===== config.mk =====
export PLATFORM = sky130hd
export DESIGN_NAME = smpc_top
export DESIGN_NICKNAME = d
export VERILOG_FILES = /design/src/pkg/smpc_pkg.sv /design/src/rtl/smpc_flag_pin.sv /design/src/rtl/smpc_host_port.sv /design/src/rtl/smpc_top.sv
export VERILOG_INCLUDE_DIRS = /design/src /design/src/pkg
export SDC_FILE = /design/constraint.sdc
export NUM_CORES = 1
export LEC_CHECK = 0
export BUFFER_PORTS_ARGS = -buffer_cell sky130_fd_sc_hd__buf_4
export CAP_MARGIN = 20
export CORE_MARGIN = 5
export CORE_UTILIZATION = 40
export CTS_BUF_LIST = sky130_fd_sc_hd__clkbuf_8
export DETAILED_ROUTE_END_ITERATION = 7
export GPL_TIMING_DRIVEN = 1
export HOLD_SLACK_MARGIN = 0.05
export SYNTH_ARGS = -nofsm -noshare
export SYNTH_HDL_FRONTEND = slang
export SYNTH_SLANG_ARGS = --single-unit

===== constraint.sdc =====
create_clock -name pclk -period 3.35 [get_ports pclk]
set_input_delay 0.1675 -clock pclk [delete_from_list [all_inputs] [get_ports pclk]]
set_output_delay 0.1675 -clock pclk [all_outputs]
set_load 0.01 [all_outputs]

===== src/pkg/smpc_defines.svh =====
// Offsets, fields, reset values and timing counts of the pin block.
`ifndef SMPC_DEFINES_SVH
`define SMPC_DEFINES_SVH

// Register byte offsets on the APB.
`define SMPC_OFF_CTRL 8'h00
`define SMPC_OFF_FLAG_DIR 8'h04
`define SMPC_OFF_FLAG_OUT 8'h08
`define SMPC_OFF_FLAG_IN 8'h0c
`define SMPC_OFF_MODE 8'h10
`define SMPC_OFF_IRQ_STAT 8'h14
`define SMPC_OFF_IRQ_MASK 8'h18
`define SMPC_OFF_EXT_ADDR 8'h1c
`define SMPC_OFF_EXT_WDATA 8'h20
`define SMPC_OFF_EXT_CMD 8'h24
`define SMPC_OFF_EXT_RDATA 8'h28

// Control register fields.
`define SMPC_CTRL_SP1_ALT 0
`define SMPC_CTRL_CONFIG_IRQ_IN_2_EDGE 1
`define SMPC_CTRL_IRQ0_EDGE 2
`define SMPC_CTRL_IRQ1_EDGE 3
`define SMPC_CTRL_ALT_FO 4
`define SMPC_CTRL_CMS_LO 5
`define SMPC_CTRL_W 9
`define SMPC_CTRL_RST 9'h060

// Interrupt status and mask bit positions.
`define SMPC_IRQ_CFG2 0
`define SMPC_IRQ_LVL1 1
`define SMPC_IRQ_LVL0 2
`define SMPC_IRQ_EDGE 3
`define SMPC_IRQ_ALT1 4
`define SMPC_IRQ_ALT0 5
`define SMPC_IRQ_W 6
`define SMPC_INTERRUPT_MASK_BITS_RST 6'h00

// Second serial port pin indices.
`define SMPC_SP_SCLK 0
`define SMPC_SP_DR 1
`define SMPC_SP_RFS 2
`define SMPC_SP_TFS 3
`define SMPC_SP_DT 4

// External access command fields.
`define SMPC_CMD_WRITE 2
`define SMPC_CMD_BUSY 0

// Timing: clock period and least memory strobe width.
`define SMPC_CLK_PS 5000
`define SMPC_STROBE_NS 12

// Host port buffer size.
`define SMPC_HP_AW 4
`define SMPC_HP_DEPTH 16

`endif


===== src/pkg/smpc_pkg.sv =====
// Types shared by the strap and pin configuration block.
`include "smpc_defines.svh"
package smpc_pkg;

    // External access sequencer states, Gray coded along the path.
    typedef enum logic [1:0] {
        XF_IDLE = 2'b00,
        XF_SETUP = 2'b01,
        XF_STROBE = 2'b11,
        XF_HOLD = 2'b10
    } smpc_xfer_e;

    // Memory space of an external access.
    typedef enum logic [1:0] {
        SP_DATA = 2'b00,
        SP_PROG = 2'b01,
        SP_IO = 2'b10,
        SP_BYTE = 2'b11
    } smpc_space_e;

    // Select strobes, all active low.
    typedef struct packed {
        logic dms_n;
        logic pms_n;
        logic io_space_select_n;
        logic bms_n;
        logic cms_n;
    } smpc_sel_s;

    // State of one shared flag and interrupt pin.
    typedef struct packed {
        logic out;
        logic oe;
        logic prev;
        logic req;
    } smpc_pin_s;

    // State of the host port.
    typedef struct packed {
        logic [`SMPC_HP_DEPTH-1:0][15:0] mem;
        logic [`SMPC_HP_AW-1:0] addr;
        logic wr_q;
        logic rd_q;
        logic ack_n;
        logic ad_oe;
        logic [15:0] ad_out;
    } smpc_hp_s;

    // State of the top block.
    typedef struct packed {
        logic cap_done;
        logic [2:0] straps;
        logic host_mode;
        logic [31:0] prdata;
        logic pready;
        logic pslverr;
        logic [`SMPC_CTRL_W-1:0] ctrl;
        logic [7:0] fdir;
        logic [10:0] fout;
        logic [`SMPC_IRQ_W-1:0] istat;
        logic [`SMPC_IRQ_W-1:0] interrupt_mask_bits;
        logic irq;
        logic [`SMPC_IRQ_W-1:0] ipend;
        logic [21:0] xaddr;
        logic [23:0] xwdata;
        logic [2:0] xcmd;
        logic [23:0] xrdata;
        smpc_xfer_e xst;
        logic [7:0] xcnt;
        logic [13:0] abus;
        logic [23:0] dout;
        logic [23:0] doe;
        smpc_sel_s sel;
        logic rd_n;
        logic wr_n;
        logic [4:0] sp_out;
        logic [4:0] sp_oe;
        logic [4:0] sp_core_in;
    } smpc_top_s;

endpackage : smpc_pkg


===== src/rtl/smpc_flag_pin.sv =====
// One programmable flag pin with its shared interrupt request detector.
`timescale 1ns/1ps
module smpc_flag_pin (
    // Clock and reset
    input wire logic clk,
    input wire logic rst_n,
    // Pad side
    input wire logic pin_in,
    output logic pin_out,
    output logic pin_oe,
    // Control side
    input wire logic run,
    input wire logic dir,
    input wire logic out_val,
    input wire logic edge_sel,
    output logic level,
    output logic irq_req
);
    import smpc_pkg::*;

    smpc_pin_s st_r;
    smpc_pin_s st_nxt;

    // Level includes own drive, so a flag driven low interrupts.
    assign level = st_r.oe ? st_r.out : pin_in;
    assign pin_out = st_r.out;
    assign pin_oe = st_r.oe;
    assign irq_req = st_r.req;

    // Drive after strap capture; request on low level or fall.
    always_comb begin
        st_nxt = st_r;
        st_nxt.out = out_val;
        st_nxt.oe = run & dir;
        st_nxt.prev = level;
        st_nxt.req = edge_sel ? (st_r.prev & ~level) : ~level;
    end

    // Pin state register.
    always_ff @(posedge clk or negedge rst_n) begin
        if (!rst_n) begin
            st_r <= '{out: 1'b0, oe: 1'b0, prev: 1'b1, req: 1'b0};
        end else begin
            st_r <= st_nxt;
        end
    end

endmodule : smpc_flag_pin


===== src/rtl/smpc_host_port.sv =====
// Host side address/data port into a small on-chip buffer, live only in host mode.
`timescale 1ns/1ps
module smpc_host_port (
    // Clock and reset
    input wire logic clk,
    input wire logic rst_n,
    // Mode
    input wire logic enable,
    // Host pins
    input wire logic [15:0] ad_in,
    output logic [15:0] ad_out,
    output logic ad_oe,
    input wire logic wr_n,
    input wire logic rd_n,
    input wire logic addr_latch,
    input wire logic sel_n,
    output logic ack_n
);
    import smpc_pkg::*;

    smpc_hp_s st_r;
    smpc_hp_s st_nxt;
    logic sel;

    assign sel = enable & ~sel_n;
    assign ad_out = st_r.ad_out;
    assign ad_oe = st_r.ad_oe;
    assign ack_n = st_r.ack_n;

    // Latch address, write, step address, drive read data.
    always_comb begin
        st_nxt = st_r;
        st_nxt.wr_q = sel & ~wr_n;
        st_nxt.rd_q = sel & ~rd_n;
        if (sel && addr_latch) begin
            st_nxt.addr = ad_in[`SMPC_HP_AW-1:0];
        end else if (sel && !wr_n && !st_r.wr_q) begin
            st_nxt.mem[st_r.addr] = ad_in;
        end else if ((st_r.wr_q && wr_n) || (st_r.rd_q && rd_n)) begin
            st_nxt.addr = st_r.addr + 1'b1;
        end
        st_nxt.ad_out = st_r.mem[st_r.addr];
        st_nxt.ad_oe = sel & ~rd_n;
        st_nxt.ack_n = ~(sel & (~wr_n | ~rd_n));
    end

    // Port state; reset clears the buffer.
    always_ff @(posedge clk or negedge rst_n) begin
        if (!rst_n) begin
            st_r <= '{ack_n: 1'b1, default: '0};
        end else begin
            st_r <= st_nxt;
        end
    end

endmodule : smpc_host_port


===== src/rtl/smpc_top.sv =====
// Strap capture, mode pin routing, flag/interrupt pins and memory select strobes.
`timescale 1ns/1ps
`include "smpc_defines.svh"

// What this block does
// - Straps read once, at the first clock after reset; then flag pins.
// - Mode fixed by host strap at the first clock after reset.
// - Strap low: full memory mode; high: host mode.
// - Full mode: 14 address, 24 data bits, byte address high.
// - Host mode: 16-bit host port, address bit 0, upper data.
// - Host drives port strobes; device answers on acknowledge.
// - Low select per space, combined select, read, write.
// - Shared pins keep flag and interrupt; own drive interrupts.
// - Software switches serial pins to interrupts and flags.
// - Bus pins set at reset; serial pins any time.
module smpc_top (
    // Clock and reset
    input wire logic pclk,
    input wire logic presetn,
    // APB slave
    input wire logic [7:0] paddr,
    input wire logic psel,
    input wire logic penable,
    input wire logic pwrite,
    input wire logic [31:0] pwdata,
    output logic [31:0] prdata,
    output logic pready,
    output logic pslverr,
    // Programmable flag pins; 0..2 are the straps, 4..7 carry interrupts
    input wire logic [7:0] prog_flag_in,
    output logic [7:0] prog_flag_out,
    output logic [7:0] prog_flag_oe,
    output logic [2:0] fixed_output_flags,
    // Second serial port pads and serial core
    input wire logic [4:0] second_serial_port_in,
    output logic [4:0] second_serial_port_out,
    output logic [4:0] second_serial_port_oe,
    input wire logic [4:0] sp_core_out,
    input wire logic [4:0] sp_core_oe,
    output logic [4:0] sp_core_in,
    // External memory bus
    output logic [13:0] ext_address_bus,
    input wire logic [23:0] ext_data_bus_in,
    output logic [23:0] ext_data_bus_out,
    output logic [23:0] ext_data_bus_oe,
    output smpc_pkg::smpc_sel_s space_select_n,
    output logic mem_rd_n,
    output logic mem_wr_n,
    // Host port
    input wire logic [15:0] host_port_addr_data_in,
    output logic [15:0] host_port_addr_data_out,
    output logic [15:0] host_port_addr_data_oe,
    input wire logic host_port_write_en_n,
    input wire logic host_port_read_en_n,
    input wire logic host_port_addr_latch,
    input wire logic host_port_select_n,
    output logic host_port_ack_n,
    // Mode and interrupts
    output logic host_mode,
    output logic [5:0] irq_pending,
    output logic irq
);
    import smpc_pkg::*;

    // Strobe width rounds up to whole cycles, at least one.
    localparam int STROBE_RAW = (`SMPC_STROBE_NS * 1000 + `SMPC_CLK_PS - 1) / `SMPC_CLK_PS;
    localparam int STROBE_CYC = (STROBE_RAW < 1) ? 1 : STROBE_RAW;
    localparam logic [7:0] STROBE_LAST = 8'(STROBE_CYC - 1);

    localparam smpc_top_s TOP_RST = '{
        ctrl: `SMPC_CTRL_RST, interrupt_mask_bits: `SMPC_INTERRUPT_MASK_BITS_RST,
        xst: XF_IDLE,
        sel: 5'h1f, rd_n: 1'b1, wr_n: 1'b1,
        default: '0
    };

    smpc_top_s st_r;
    smpc_top_s st_nxt;

    logic [7:0] pf_level;
    logic [7:0] pf_req;
    logic alt0_req;
    logic alt1_req;
    logic [7:0] pf_edge;
    logic apb_setup;
    logic apb_done;
    logic [5:0] irq_events;
    logic hp_ad_oe;

    // Strap pins stay released until capture.
    always_comb begin
        pf_edge = 8'h00;
        pf_edge[4] = 1'b1;
        pf_edge[7] = st_r.ctrl[`SMPC_CTRL_CONFIG_IRQ_IN_2_EDGE];
    end

    genvar gi;
    generate
        for (gi = 0; gi < 8; gi++) begin : g_flag
            smpc_flag_pin u_pin (
                .clk(pclk),
                .rst_n(presetn),
                .pin_in(prog_flag_in[gi]),
                .pin_out(prog_flag_out[gi]),
                .pin_oe(prog_flag_oe[gi]),
                .run(st_r.cap_done),
                .dir(st_r.fdir[gi]),
                .out_val(st_r.fout[gi]),
                .edge_sel(pf_edge[gi]),
                .level(pf_level[gi]),
                .irq_req(pf_req[gi])
            );
        end
    endgenerate

    // Serial frame pins as interrupt inputs, never driven.
    smpc_flag_pin u_alt_irq0 (
        .clk(pclk),
        .rst_n(presetn),
        .pin_in(second_serial_port_in[`SMPC_SP_RFS]),
        .pin_out(),
        .pin_oe(),
        .run(1'b0),
        .dir(1'b0),
        .out_val(1'b0),
        .edge_sel(st_r.ctrl[`SMPC_CTRL_IRQ0_EDGE]),
        .level(),
        .irq_req(alt0_req)
    );

    smpc_flag_pin u_alt_irq1 (
        .clk(pclk),
        .rst_n(presetn),
        .pin_in(second_serial_port_in[`SMPC_SP_TFS]),
        .pin_out(),
        .pin_oe(),
        .run(1'b0),
        .dir(1'b0),
        .out_val(1'b0),
        .edge_sel(st_r.ctrl[`SMPC_CTRL_IRQ1_EDGE]),
        .level(),
        .irq_req(alt1_req)
    );

    // Host port; deaf outside host mode.
    smpc_host_port u_host (
        .clk(pclk),
        .rst_n(presetn),
        .enable(st_r.host_mode),
        .ad_in(host_port_addr_data_in),
        .ad_out(host_port_addr_data_out),
        .ad_oe(hp_ad_oe),
        .wr_n(host_port_write_en_n),
        .rd_n(host_port_read_en_n),
        .addr_latch(host_port_addr_latch),
        .sel_n(host_port_select_n),
        .ack_n(host_port_ack_n)
    );

    assign host_port_addr_data_oe = {16{hp_ad_oe}};

    // Answer prepared in setup, done in first access cycle.
    assign apb_setup = psel & ~penable;
    assign apb_done = psel & penable & st_r.pready;

    always_comb begin
        irq_events = 6'h00;
        irq_events[`SMPC_IRQ_CFG2] = pf_req[7];
        irq_events[`SMPC_IRQ_LVL1] = pf_req[6];
        irq_events[`SMPC_IRQ_LVL0] = pf_req[5];
        irq_events[`SMPC_IRQ_EDGE] = pf_req[4];
        irq_events[`SMPC_IRQ_ALT1] = alt1_req & st_r.ctrl[`SMPC_CTRL_SP1_ALT];
        irq_events[`SMPC_IRQ_ALT0] = alt0_req & st_r.ctrl[`SMPC_CTRL_SP1_ALT];
    end

    // Next-state function.
    always_comb begin
        st_nxt = st_r;

        if (!st_r.cap_done) begin
            st_nxt.cap_done = 1'b1;
            st_nxt.straps = prog_flag_in[2:0];
            st_nxt.host_mode = prog_flag_in[2];
        end

        // Read data prepared in setup.
        st_nxt.pready = apb_setup;
        if (apb_setup) begin
            st_nxt.prdata = 32'h0;
            st_nxt.pslverr = 1'b0;
            if (paddr == `SMPC_OFF_CTRL) begin
                st_nxt.prdata[`SMPC_CTRL_W-1:0] = st_r.ctrl;
            end else if (paddr == `SMPC_OFF_FLAG_DIR) begin
                st_nxt.prdata[7:0] = st_r.fdir;
            end else if (paddr == `SMPC_OFF_FLAG_OUT) begin
                st_nxt.prdata[10:0] = st_r.fout;
            end else if (paddr == `SMPC_OFF_FLAG_IN) begin
                st_nxt.prdata[8:0] = {second_serial_port_in[`SMPC_SP_DR], pf_level};
            end else if (paddr == `SMPC_OFF_MODE) begin
                st_nxt.prdata[3:0] = {st_r.host_mode, st_r.straps};
            end else if (paddr == `SMPC_OFF_IRQ_STAT) begin
                st_nxt.prdata[5:0] = st_r.istat | irq_events;
            end else if (paddr == `SMPC_OFF_IRQ_MASK) begin
                st_nxt.prdata[5:0] = st_r.interrupt_mask_bits;
            end else if (paddr == `SMPC_OFF_EXT_ADDR) begin
                st_nxt.prdata[21:0] = st_r.xaddr;
            end else if (paddr == `SMPC_OFF_EXT_WDATA) begin
                st_nxt.prdata[23:0] = st_r.xwdata;
            end else if (paddr == `SMPC_OFF_EXT_CMD) begin
                st_nxt.prdata[`SMPC_CMD_BUSY] = (st_r.xst != XF_IDLE);
            end else if (paddr == `SMPC_OFF_EXT_RDATA) begin
                st_nxt.prdata[23:0] = st_r.xrdata;
            end else begin
                st_nxt.pslverr = 1'b1;
            end
        end

        // Writes land at the completing edge.
        if (apb_done && pwrite) begin
            if (paddr == `SMPC_OFF_CTRL) begin
                st_nxt.ctrl = pwdata[`SMPC_CTRL_W-1:0];
            end else if (paddr == `SMPC_OFF_FLAG_DIR) begin
                st_nxt.fdir = pwdata[7:0];
            end else if (paddr == `SMPC_OFF_FLAG_OUT) begin
                st_nxt.fout = pwdata[10:0];
            end else if (paddr == `SMPC_OFF_IRQ_MASK) begin
                st_nxt.interrupt_mask_bits = pwdata[5:0];
            end else if (paddr == `SMPC_OFF_EXT_ADDR) begin
                st_nxt.xaddr = pwdata[21:0];
            end else if (paddr == `SMPC_OFF_EXT_WDATA) begin
                st_nxt.xwdata = pwdata[23:0];
            end else if (paddr == `SMPC_OFF_EXT_CMD && st_r.xst == XF_IDLE) begin
                // Busy: command dropped to protect the live access.
                st_nxt.xcmd = pwdata[2:0];
                st_nxt.xst = XF_SETUP;
            end
        end

        // Sticky status; read clears, same-cycle event wins.
        if (apb_done && !pwrite && paddr == `SMPC_OFF_IRQ_STAT) begin
            st_nxt.istat = irq_events;
        end else begin
            st_nxt.istat = st_r.istat | irq_events;
        end
        st_nxt.ipend = st_nxt.istat & st_nxt.interrupt_mask_bits;
        st_nxt.irq = |(st_nxt.istat & st_nxt.interrupt_mask_bits);

        // Access sequencer.
        case (st_r.xst)
            XF_SETUP: begin
                // Host mode keeps bit 0 and upper data.
                if (st_r.host_mode) begin
                    st_nxt.abus = {13'h0, st_r.xaddr[0]};
                    st_nxt.dout = {st_r.xwdata[23:8], 8'h00};
                    st_nxt.doe = st_r.xcmd[`SMPC_CMD_WRITE] ? 24'hffff00 : 24'h0;
                end else if (smpc_space_e'(st_r.xcmd[1:0]) == SP_BYTE) begin
                    st_nxt.abus = st_r.xaddr[13:0];
                    st_nxt.dout = {st_r.xaddr[21:14], st_r.xwdata[15:0]};
                    st_nxt.doe = st_r.xcmd[`SMPC_CMD_WRITE] ? 24'hffffff : 24'hff0000;
                end else begin
                    st_nxt.abus = st_r.xaddr[13:0];
                    st_nxt.dout = st_r.xwdata;
                    st_nxt.doe = st_r.xcmd[`SMPC_CMD_WRITE] ? 24'hffffff : 24'h0;
                end
                st_nxt.xcnt = 8'h00;
                st_nxt.xst = XF_STROBE;
            end
            XF_STROBE: begin
                st_nxt.sel.dms_n = ~(smpc_space_e'(st_r.xcmd[1:0]) == SP_DATA);
                st_nxt.sel.pms_n = ~(smpc_space_e'(st_r.xcmd[1:0]) == SP_PROG);
                st_nxt.sel.io_space_select_n = ~(smpc_space_e'(st_r.xcmd[1:0]) == SP_IO);
                st_nxt.sel.bms_n = ~(smpc_space_e'(st_r.xcmd[1:0]) == SP_BYTE);
                st_nxt.sel.cms_n = ~st_r.ctrl[`SMPC_CTRL_CMS_LO + 32'(st_r.xcmd[1:0])];
                st_nxt.rd_n = st_r.xcmd[`SMPC_CMD_WRITE];
                st_nxt.wr_n = ~st_r.xcmd[`SMPC_CMD_WRITE];
                if (st_r.xcnt == STROBE_LAST) begin
                    st_nxt.xst = XF_HOLD;
                end else begin
                    st_nxt.xcnt = st_r.xcnt + 8'h01;
                end
            end
            XF_HOLD: begin
                // Strobes rise a cycle before data drive drops; address holds.
                st_nxt.sel = 5'h1f;
                st_nxt.rd_n = 1'b1;
                st_nxt.wr_n = 1'b1;
                if (!st_r.xcmd[`SMPC_CMD_WRITE]) begin
                    st_nxt.xrdata = st_r.host_mode ? {ext_data_bus_in[23:8], 8'h00} : ext_data_bus_in;
                end
                st_nxt.xst = XF_IDLE;
            end
            default: begin
                st_nxt.doe = 24'h0;
            end
        endcase

        if (st_r.ctrl[`SMPC_CTRL_SP1_ALT]) begin
            st_nxt.sp_out = {st_r.ctrl[`SMPC_CTRL_ALT_FO], 3'h0, sp_core_out[`SMPC_SP_SCLK]};
            st_nxt.sp_oe = {1'b1, 3'h0, sp_core_oe[`SMPC_SP_SCLK]};
            st_nxt.sp_core_in = {4'h0, second_serial_port_in[`SMPC_SP_SCLK]};
        end else begin
            st_nxt.sp_out = sp_core_out;
            st_nxt.sp_oe = sp_core_oe;
            st_nxt.sp_core_in = second_serial_port_in;
        end
    end

    // Reset: strobes high, pads released.
    always_ff @(posedge pclk or negedge presetn) begin
        if (!presetn) begin
            st_r <= TOP_RST;
        end else begin
            st_r <= st_nxt;
        end
    end

    // Outputs from the state register.
    assign prdata = st_r.prdata;
    assign pready = st_r.pready;
    assign pslverr = st_r.pslverr;
    assign fixed_output_flags = st_r.fout[10:8];
    assign second_serial_port_out = st_r.sp_out;
    assign second_serial_port_oe = st_r.sp_oe;
    assign sp_core_in = st_r.sp_core_in;
    assign ext_address_bus = st_r.abus;
    assign ext_data_bus_out = st_r.dout;
    assign ext_data_bus_oe = st_r.doe;
    assign space_select_n = st_r.sel;
    assign mem_rd_n = st_r.rd_n;
    assign mem_wr_n = st_r.wr_n;
    assign host_mode = st_r.host_mode;
    assign irq_pending = st_r.ipend;
    assign irq = st_r.irq;

endmodule : smpc_top


---- Word-level counts from Yosys, hierarchy flattened ----
Index checks and enable logic that the tools add are counted.
operators by class
  add/sub/neg operators ................... 3
  multipliers ............................. 0
  div/mod/pow operators ................... 0
  $lt $le $gt $ge ......................... 3
  eq/ne operators ......................... 19
  shift operators ......................... 0
  mux-type cells .......................... 107
  bitwise operators ....................... 48
  reduce and logical (&&, ||, !) cells .... 33
operators with widths
  operator                                                                count
  24-bit 2-to-1 mux                                                       13
  256-bit bitwise mux                                                     1
  22-bit 2-to-1 mux                                                       9
  20-bit 2-to-1 mux                                                       6
  6-bit 2-to-1 mux                                                        14
  16-bit binary-select mux with 4-bit select                              1
  16-bit demux with 4-bit select                                          1
  16-bit 2-to-1 mux                                                       4
  62-bit 2-to-1 mux                                                       1
  48-bit 2-to-1 mux                                                       1
  24-bit case mux with 2 select lines                                     1
  15-bit 2-to-1 mux                                                       3
  18-bit 2-to-1 mux                                                       2
  8-bit by 5-bit equality test with 1-bit output (second input constant)  4
  8-bit by 6-bit equality test with 1-bit output (second input constant)  3
  1-bit 2-to-1 mux                                                        24
  8-bit 2-to-1 mux                                                        3
  1-bit NOT                                                               24
  23-bit 2-to-1 mux                                                       1
  1-bit bitwise AND                                                       21
  2-bit 2-to-1 mux                                                        10
  9-bit 2-to-1 mux                                                        2
  8-bit by 4-bit equality test with 1-bit output (second input constant)  2
  4-bit 2-to-1 mux                                                        4
  other kinds (34)                                                        58
storage, ports and cells
  register bits after elaboration ......... 550
  bits in latches ......................... 0
  memory bits (writable) .................. 0
  memory bits (read-only) ................. 0
  bits of input ports ..................... 112
  output and inout port bits .............. 178
  logic and storage cells ................. 292
  memories ................................ 0

---- Longest topological paths before layout ----
  depth after elaboration ................. 40
  mapped depth ............................ 9
  gate-level depth less buffers ........... 6

---- Hierarchy ----
Synthesis repeated with hierarchy kept, for this count alone.
unflattened totals
  cells, all modules ...................... 1880
  area, all modules ....................... 25042.8 um^2
modules (own cells, without submodules)
  module          instances  cells each  area each (um^2)  seq. area each (um^2)
  smpc_host_port  1          771         12819.8           6982.9
  smpc_top        1          1029        10871.7           5591.6
  smpc_flag_pin   10         8           135.1             101.3

---- Worst setup path before layout ----
No wires, ideal clock.
  kind .................................... reg-to-reg
  start point ............................. reg u_host.st_r[21] (netlist name)
  end point ............................... reg u_host.st_r[223] (netlist name)
  setup time .............................. 0.125 ns
  arrival ................................. 2.469 ns
  required time ........................... 3.225 ns
  slack ................................... 0.756 ns
  stages on the path, launching flop included .. 9
  buffers on the path ..................... 4
  cell sequence ........................... dfrtp_1 -> clkbuf_1 -> buf_1 -> buf_1 -> inv_1 -> ha_1 -> nand4_1 -> clkbuf_1 -> mux2_2
on the way
  cells in the longest elaborated chain, start to end .. 5
  elaborated cells on any way between the ends .. 6
  classes of those cells .................. order compare: 2; mux: 3; reduce/logical: 1
RTL lines
  item                                                                                                                                                  RTL line              RTL
  start: declaration                                                                                                                                    smpc_host_port.sv:21  smpc_hp_s st_r;
  start signal: assignment                                                                                                                              smpc_host_port.sv:52  st_r <= st_nxt;
  4-bit by 5-bit less-than comparator with 1-bit output (not written as such) / 4-bit by 1-bit >= comparator with 1-bit output (equally long branches)  smpc_host_port.sv:38  st_nxt.mem[st_r.addr] = ad_in;
  1-bit logical AND (not written as such)                                                                                                               smpc_host_port.sv:38
  16-bit 2-to-1 mux (not written as such)                                                                                                               smpc_host_port.sv:38
  16-bit demux with 4-bit select *                                                                                                                      -
  256-bit bitwise mux *                                                                                                                                 smpc_host_port.sv:38
Mark *: on every way between the ends. The rest lies on a longest branch, timed or not.
A chain may end at the register's enable or synchronous reset.

---- Worst setup path in the final report ----
  start point ............................. in paddr[5]
  end point ............................... reg st_r[160] (netlist name)
on the way
  cells in the longest elaborated chain, start to end .. 3
  elaborated cells on any way between the ends .. 10
  classes of those cells .................. eq/ne: 4; bitwise: 4; reduce/logical: 2
RTL lines
  item                                                                                           RTL line         RTL
  start: declaration                                                                             smpc_top.sv:21   input wire logic [7:0] paddr,
  8-bit by 5-bit equality test with 1-bit output (no source line), or another cell as far along  -
  1-bit NOT (no source line)                                                                     -
  6-bit AND reduction (no source line) *                                                         -
  end signal: assignment                                                                         smpc_top.sv:313  st_r <= st_nxt;
  end: declaration                                                                               smpc_top.sv:77   smpc_top_s st_r;
Marked as above.

==> results by group <==
Clock network
  – Total CTS buffers: 92
  – Post-cts resize count: 0
  – CTS clk-pin slew, worst paths: about 0.06 ns
  – Clock insertion delay at the later pin of the skew report: 0.68 ns
  – CTS sink cnt: 528
  – Clock Path Buffers: 3
  – CTS H-tree depth: 3
  – Root Buffer: clkbuf_8
  – CTS tree: done

Setup path
  – CP max FO: 22
  – CP Data Required Time: 3.89 ns
  – Worst setup startpoint: paddr[5]
  – Critical-path cell list: dlygate4sd3_1 -> buf_4 -> or4_1 -> nor3_1 -> nor2_1 -> nand2_1 -> buf_4 -> mux2_1
  – RR Endpoint: u_host.st_r[84]$_DFFE_PN0P_
  – Worst path max stage delay: 0.66 ns
  – CP Capture Type: flop
  – Worst Reg-to-Reg Cells: 4
  – Flop2flop setup slack: roughly 0.92 ns
  – Top delay family on crit path: simple AND/OR/NAND/NOR gates
  – Critical path's most frequent cell: buf_4
  – Startpoint Class: input pin
  – FF-to-FF Start: u_host.st_r[21]$_DFFE_PN0P_
  – WP data arrival: 3.12 ns
  – CP Buf/Inv Count: 3
  – Path type of the worst setup path: input pin to flop
  – Crit path capture: st_r[160]$_DFFE_PN0P_
  – Cell depth of the worst setup path: 8
  – Critical path's slowest cell: or4_1

Yosys
  – FFs w/ async S/R, synth: 100%
  – Synth Register Bits: 528
  – Primary FF master, synth: dfrtp_1
  – Area leader, netlist: dfrtp_1
  – Most numerous cell in the Yosys netlist: dfrtp_1
  – Synth area leaders: dfrtp_1, mux2_2, mux4_2
  – Ys Warns: 0
  – Mean post-synth cell area: 12.9 µm²
  – Synth unique cells: 64
  – Post-synth EDFFs: 0
  – Mapped Area: approximately 24000 µm²
  – Sequential area share after synthesis: a little over half
  – Most frequent cells after synthesis: dfrtp_1, mux2_2, buf_4
  – Syn Inst Count: 1870
  – Post-synth top area share: between 50 and 60%

STA
  – Clk_skew: ~0.027 ns
  – Max_slew headroom: 28.8%
  – Final setup TNS: 0 ns
  – RSZ-0062 raised after global routing: no
  – Period utilisation layout: between 70% and 80%
  – Slew Viols, Final: 0
  – Worst hold margin: 0.141 ns
  – Slew @ Worst Pin: about 1.1 ns
  – F_max: 0.387 GHz
  – Final hold violations: 0
  – Post-route setup slack: 0.764 ns
  – Period minus WS final: 2.59 ns
  – Setup-failing EPs final: 0

Placement
  – Worst slack, placed: 0.701 ns
  – Port Buffer Count: 273
  – DP HPWL: 45000 µm
  – RePlAce Congestion: 0.889

GRT
  – Congestion Overflow GR: 0
  – Vias in the first global route: 16600
  – GR Util All Layers: about 20%
  – Largest net degree at the start of global routing: 105
  – Initial antenna violation count: 3
  – First-pass GRT wire length: 101000 µm

Route
  – Final ANT Viol Nets: 0
  – DR pass1 iterations: 5
  – Routed wire per std cell: around 22 µm
  – Routed WL: 64900 µm
  – DRC viols: 0
  – Vias: between 15000 and 20000
  – Vias per cell: 5.24
  – Initial drt markers: 1059

Pwr
  – Switching Power: 4.87 mW
  – Clk pwr share: about a third
  – Maximum VDD drop: about 0.4 mV
  – Reg power frac: 45.4%
  – Part of the power in combinational logic: 19.7%
  – PwrDens: 619 nW/µm²
  – Switching Share: 27.0%
  – Static leakage: 14.2 nW
  – Internal Power: 13.1 mW

Floorplan
  – IO Count: 290
  – DIE HEIGHT: 255 µm
  – Core area: around 60000 µm²
  – DIE AREA: between 60000 and 70000 µm²
  – Initial Utilization: 40.2%
  – Die Wd: 255 µm
  – Row count: 90

Flow run
  – MaxCap Viol Count: 0

Cells and area
  – Share of layout cells above drive strength 1: 36.7%
  – Final Net Count: 2248
  – Syn-to-layout area delta: 20.7%

Outcome
  – Status: finished, final reports clean

Hold path
  – Hold Crit Class: input pin to flop
==> cell families after synthesis <==
group / after synthesis / share of synthesized area (%)
buf+inv: 319 / 7.69
compound gates: 211 / 5.37
xor+xnor: 1 / 0.0363
flops: 528 / 54.9
other cells: 2 / 0.0312
fa+ha+maj: 10 / 0.519
simple gates: 356 / 7.09
mux: 443 / 24.4
==> metal layers <==
layer  wire length, µm  vias up  part of all wire (%)  track usage [%]
li1                  -     6998                     -                -
met3              3930      110                   6.1             5.00
met2             32800      448                    50             34.1
met4              1530        0                   2.4             5.22
met5                 0        -                     0                0
met1             26700     8087                    41             25.1
==> placed cells by master (no fill, tap or decap), types with 12 or more instances in the layout <==
cell           instances
a21oi_1               45
a31oi_1               14
and2_1                12
buf_4                329
clkbuf_8             112
dfrtp_1              512
dfstp_2               14
dlygate4sd3_1        102
inv_1                 67
mux2_1               117
mux2_2               221
mux2i_1               24
mux4_2                81
nand2_1              158
nand2b_1              27
nand3_1               23
nor2_1                57
nor2b_1               19
o21ai_0               72
o21ai_1               15
==> power groups by stage <==
stage | registers [mW] | logic (mW) | clock network [mW]
after CTS | 8.18 | 3.61 | 6.48
after global routing | 8.31 | 3.86 | 6.76
after floorplan | 7.94 | 2.70 | 0
after detailed placement | 8.29 | 3.50 | 0
after global placement | 8.21 | 3.42 | 0
final | 8.18 | 3.54 | 6.29
==> final cells by class <==
| class | instances | area, µm² |
|---|---|---|
| Fill cell | 5364 | 30900 |
| Sequential cell | 528 | 13200 |
| Multi-Input combinational cell | 1030 | 9050 |
| Timing Repair Buffer | 441 | 3690 |
| Clock buffer | 112 | 1540 |
| Tap cell | 782 | 978 |
| Clock inverter | 57 | 452 |
| Inverter | 33 | 124 |
| Antenna cell | 5 | 12.5 |
==> sequential cells by signal, indices dropped and copies added, names as in the netlist, 2 cells and up <==
name / flops
u_host.st_r: 262
st_r: 123
ext_data_bus_out: 24
prdata: 24
u_host.ad_out: 16
ext_address_bus: 14
g_flag.u_pin.pin_oe: 8
g_flag.u_pin.pin_out: 8
irq_pending: 6
second_serial_port_oe: 5
second_serial_port_out: 5
sp_core_in: 5
space_select_n: 5
g_flag.u_pin.irq_req: 4
ext_data_bus_oe: 3
fixed_output_flags: 3
g_flag.u_pin.st_r: 2
==> timing repair <==
| action | in CTS | in global routing |
|---|---|---|
| hold buffers | 102 | 0 |
| endpoints found under the hold margin | 522 | 0 |
| buffers inserted | 0 | 0 |
==> worst min-delay path, delay by kind of cell <==
| family | cells | cell delay, ns |
|---|---|---|
| buf+inv | 2 | 0.17 |
| compound gates | 1 | 0.08 |
| simple gates | 2 | 0.35 |
==> stage by stage <==
step / power [mW] / instances / cell area [µm²] / utilization [%]
2_1_floorplan: 10.6 / 1877 / 24100 / -
3_3_place_gp: 11.6 / 2711 / 26100 / 43.4
3_5_place_dp: 11.8 / 2712 / 26100 / 43.4
4_1_cts: 18.3 / 2983 / 29100 / 48.4
5_1_grt: 18.9 / 2985 / 29100 / 48.4
6_report: 18.0 / 2988 / 29100 / 48.5
==> worst min-delay path by stage <==
| stage | start | endpoint | slack [ns] | cells past startpoint |
|---|---|---|---|---|
| after detailed placement | sp_core_out[0] | second_serial_port_out[0]$_DFF_PN0_ | 0.28 | 1 |
| after CTS | penable | st_r[180]$_DFF_PN0_ | 0.08 | 5 |
| after global placement | second_serial_port_in[0] | sp_core_in[0]$_DFF_PN0_ | 0.28 | 1 |
| after floorplan | presetn | ext_address_bus[0]$_DFFE_PN0P_ | -0.13 | 0 |
| after global routing | second_serial_port_in[0] | sp_core_in[0]$_DFF_PN0_ | 0.10 | 2 |
| final | penable | st_r[180]$_DFF_PN0_ | 0.14 | 5 |
No activity file was read; power rests on OpenSTA's default activity.
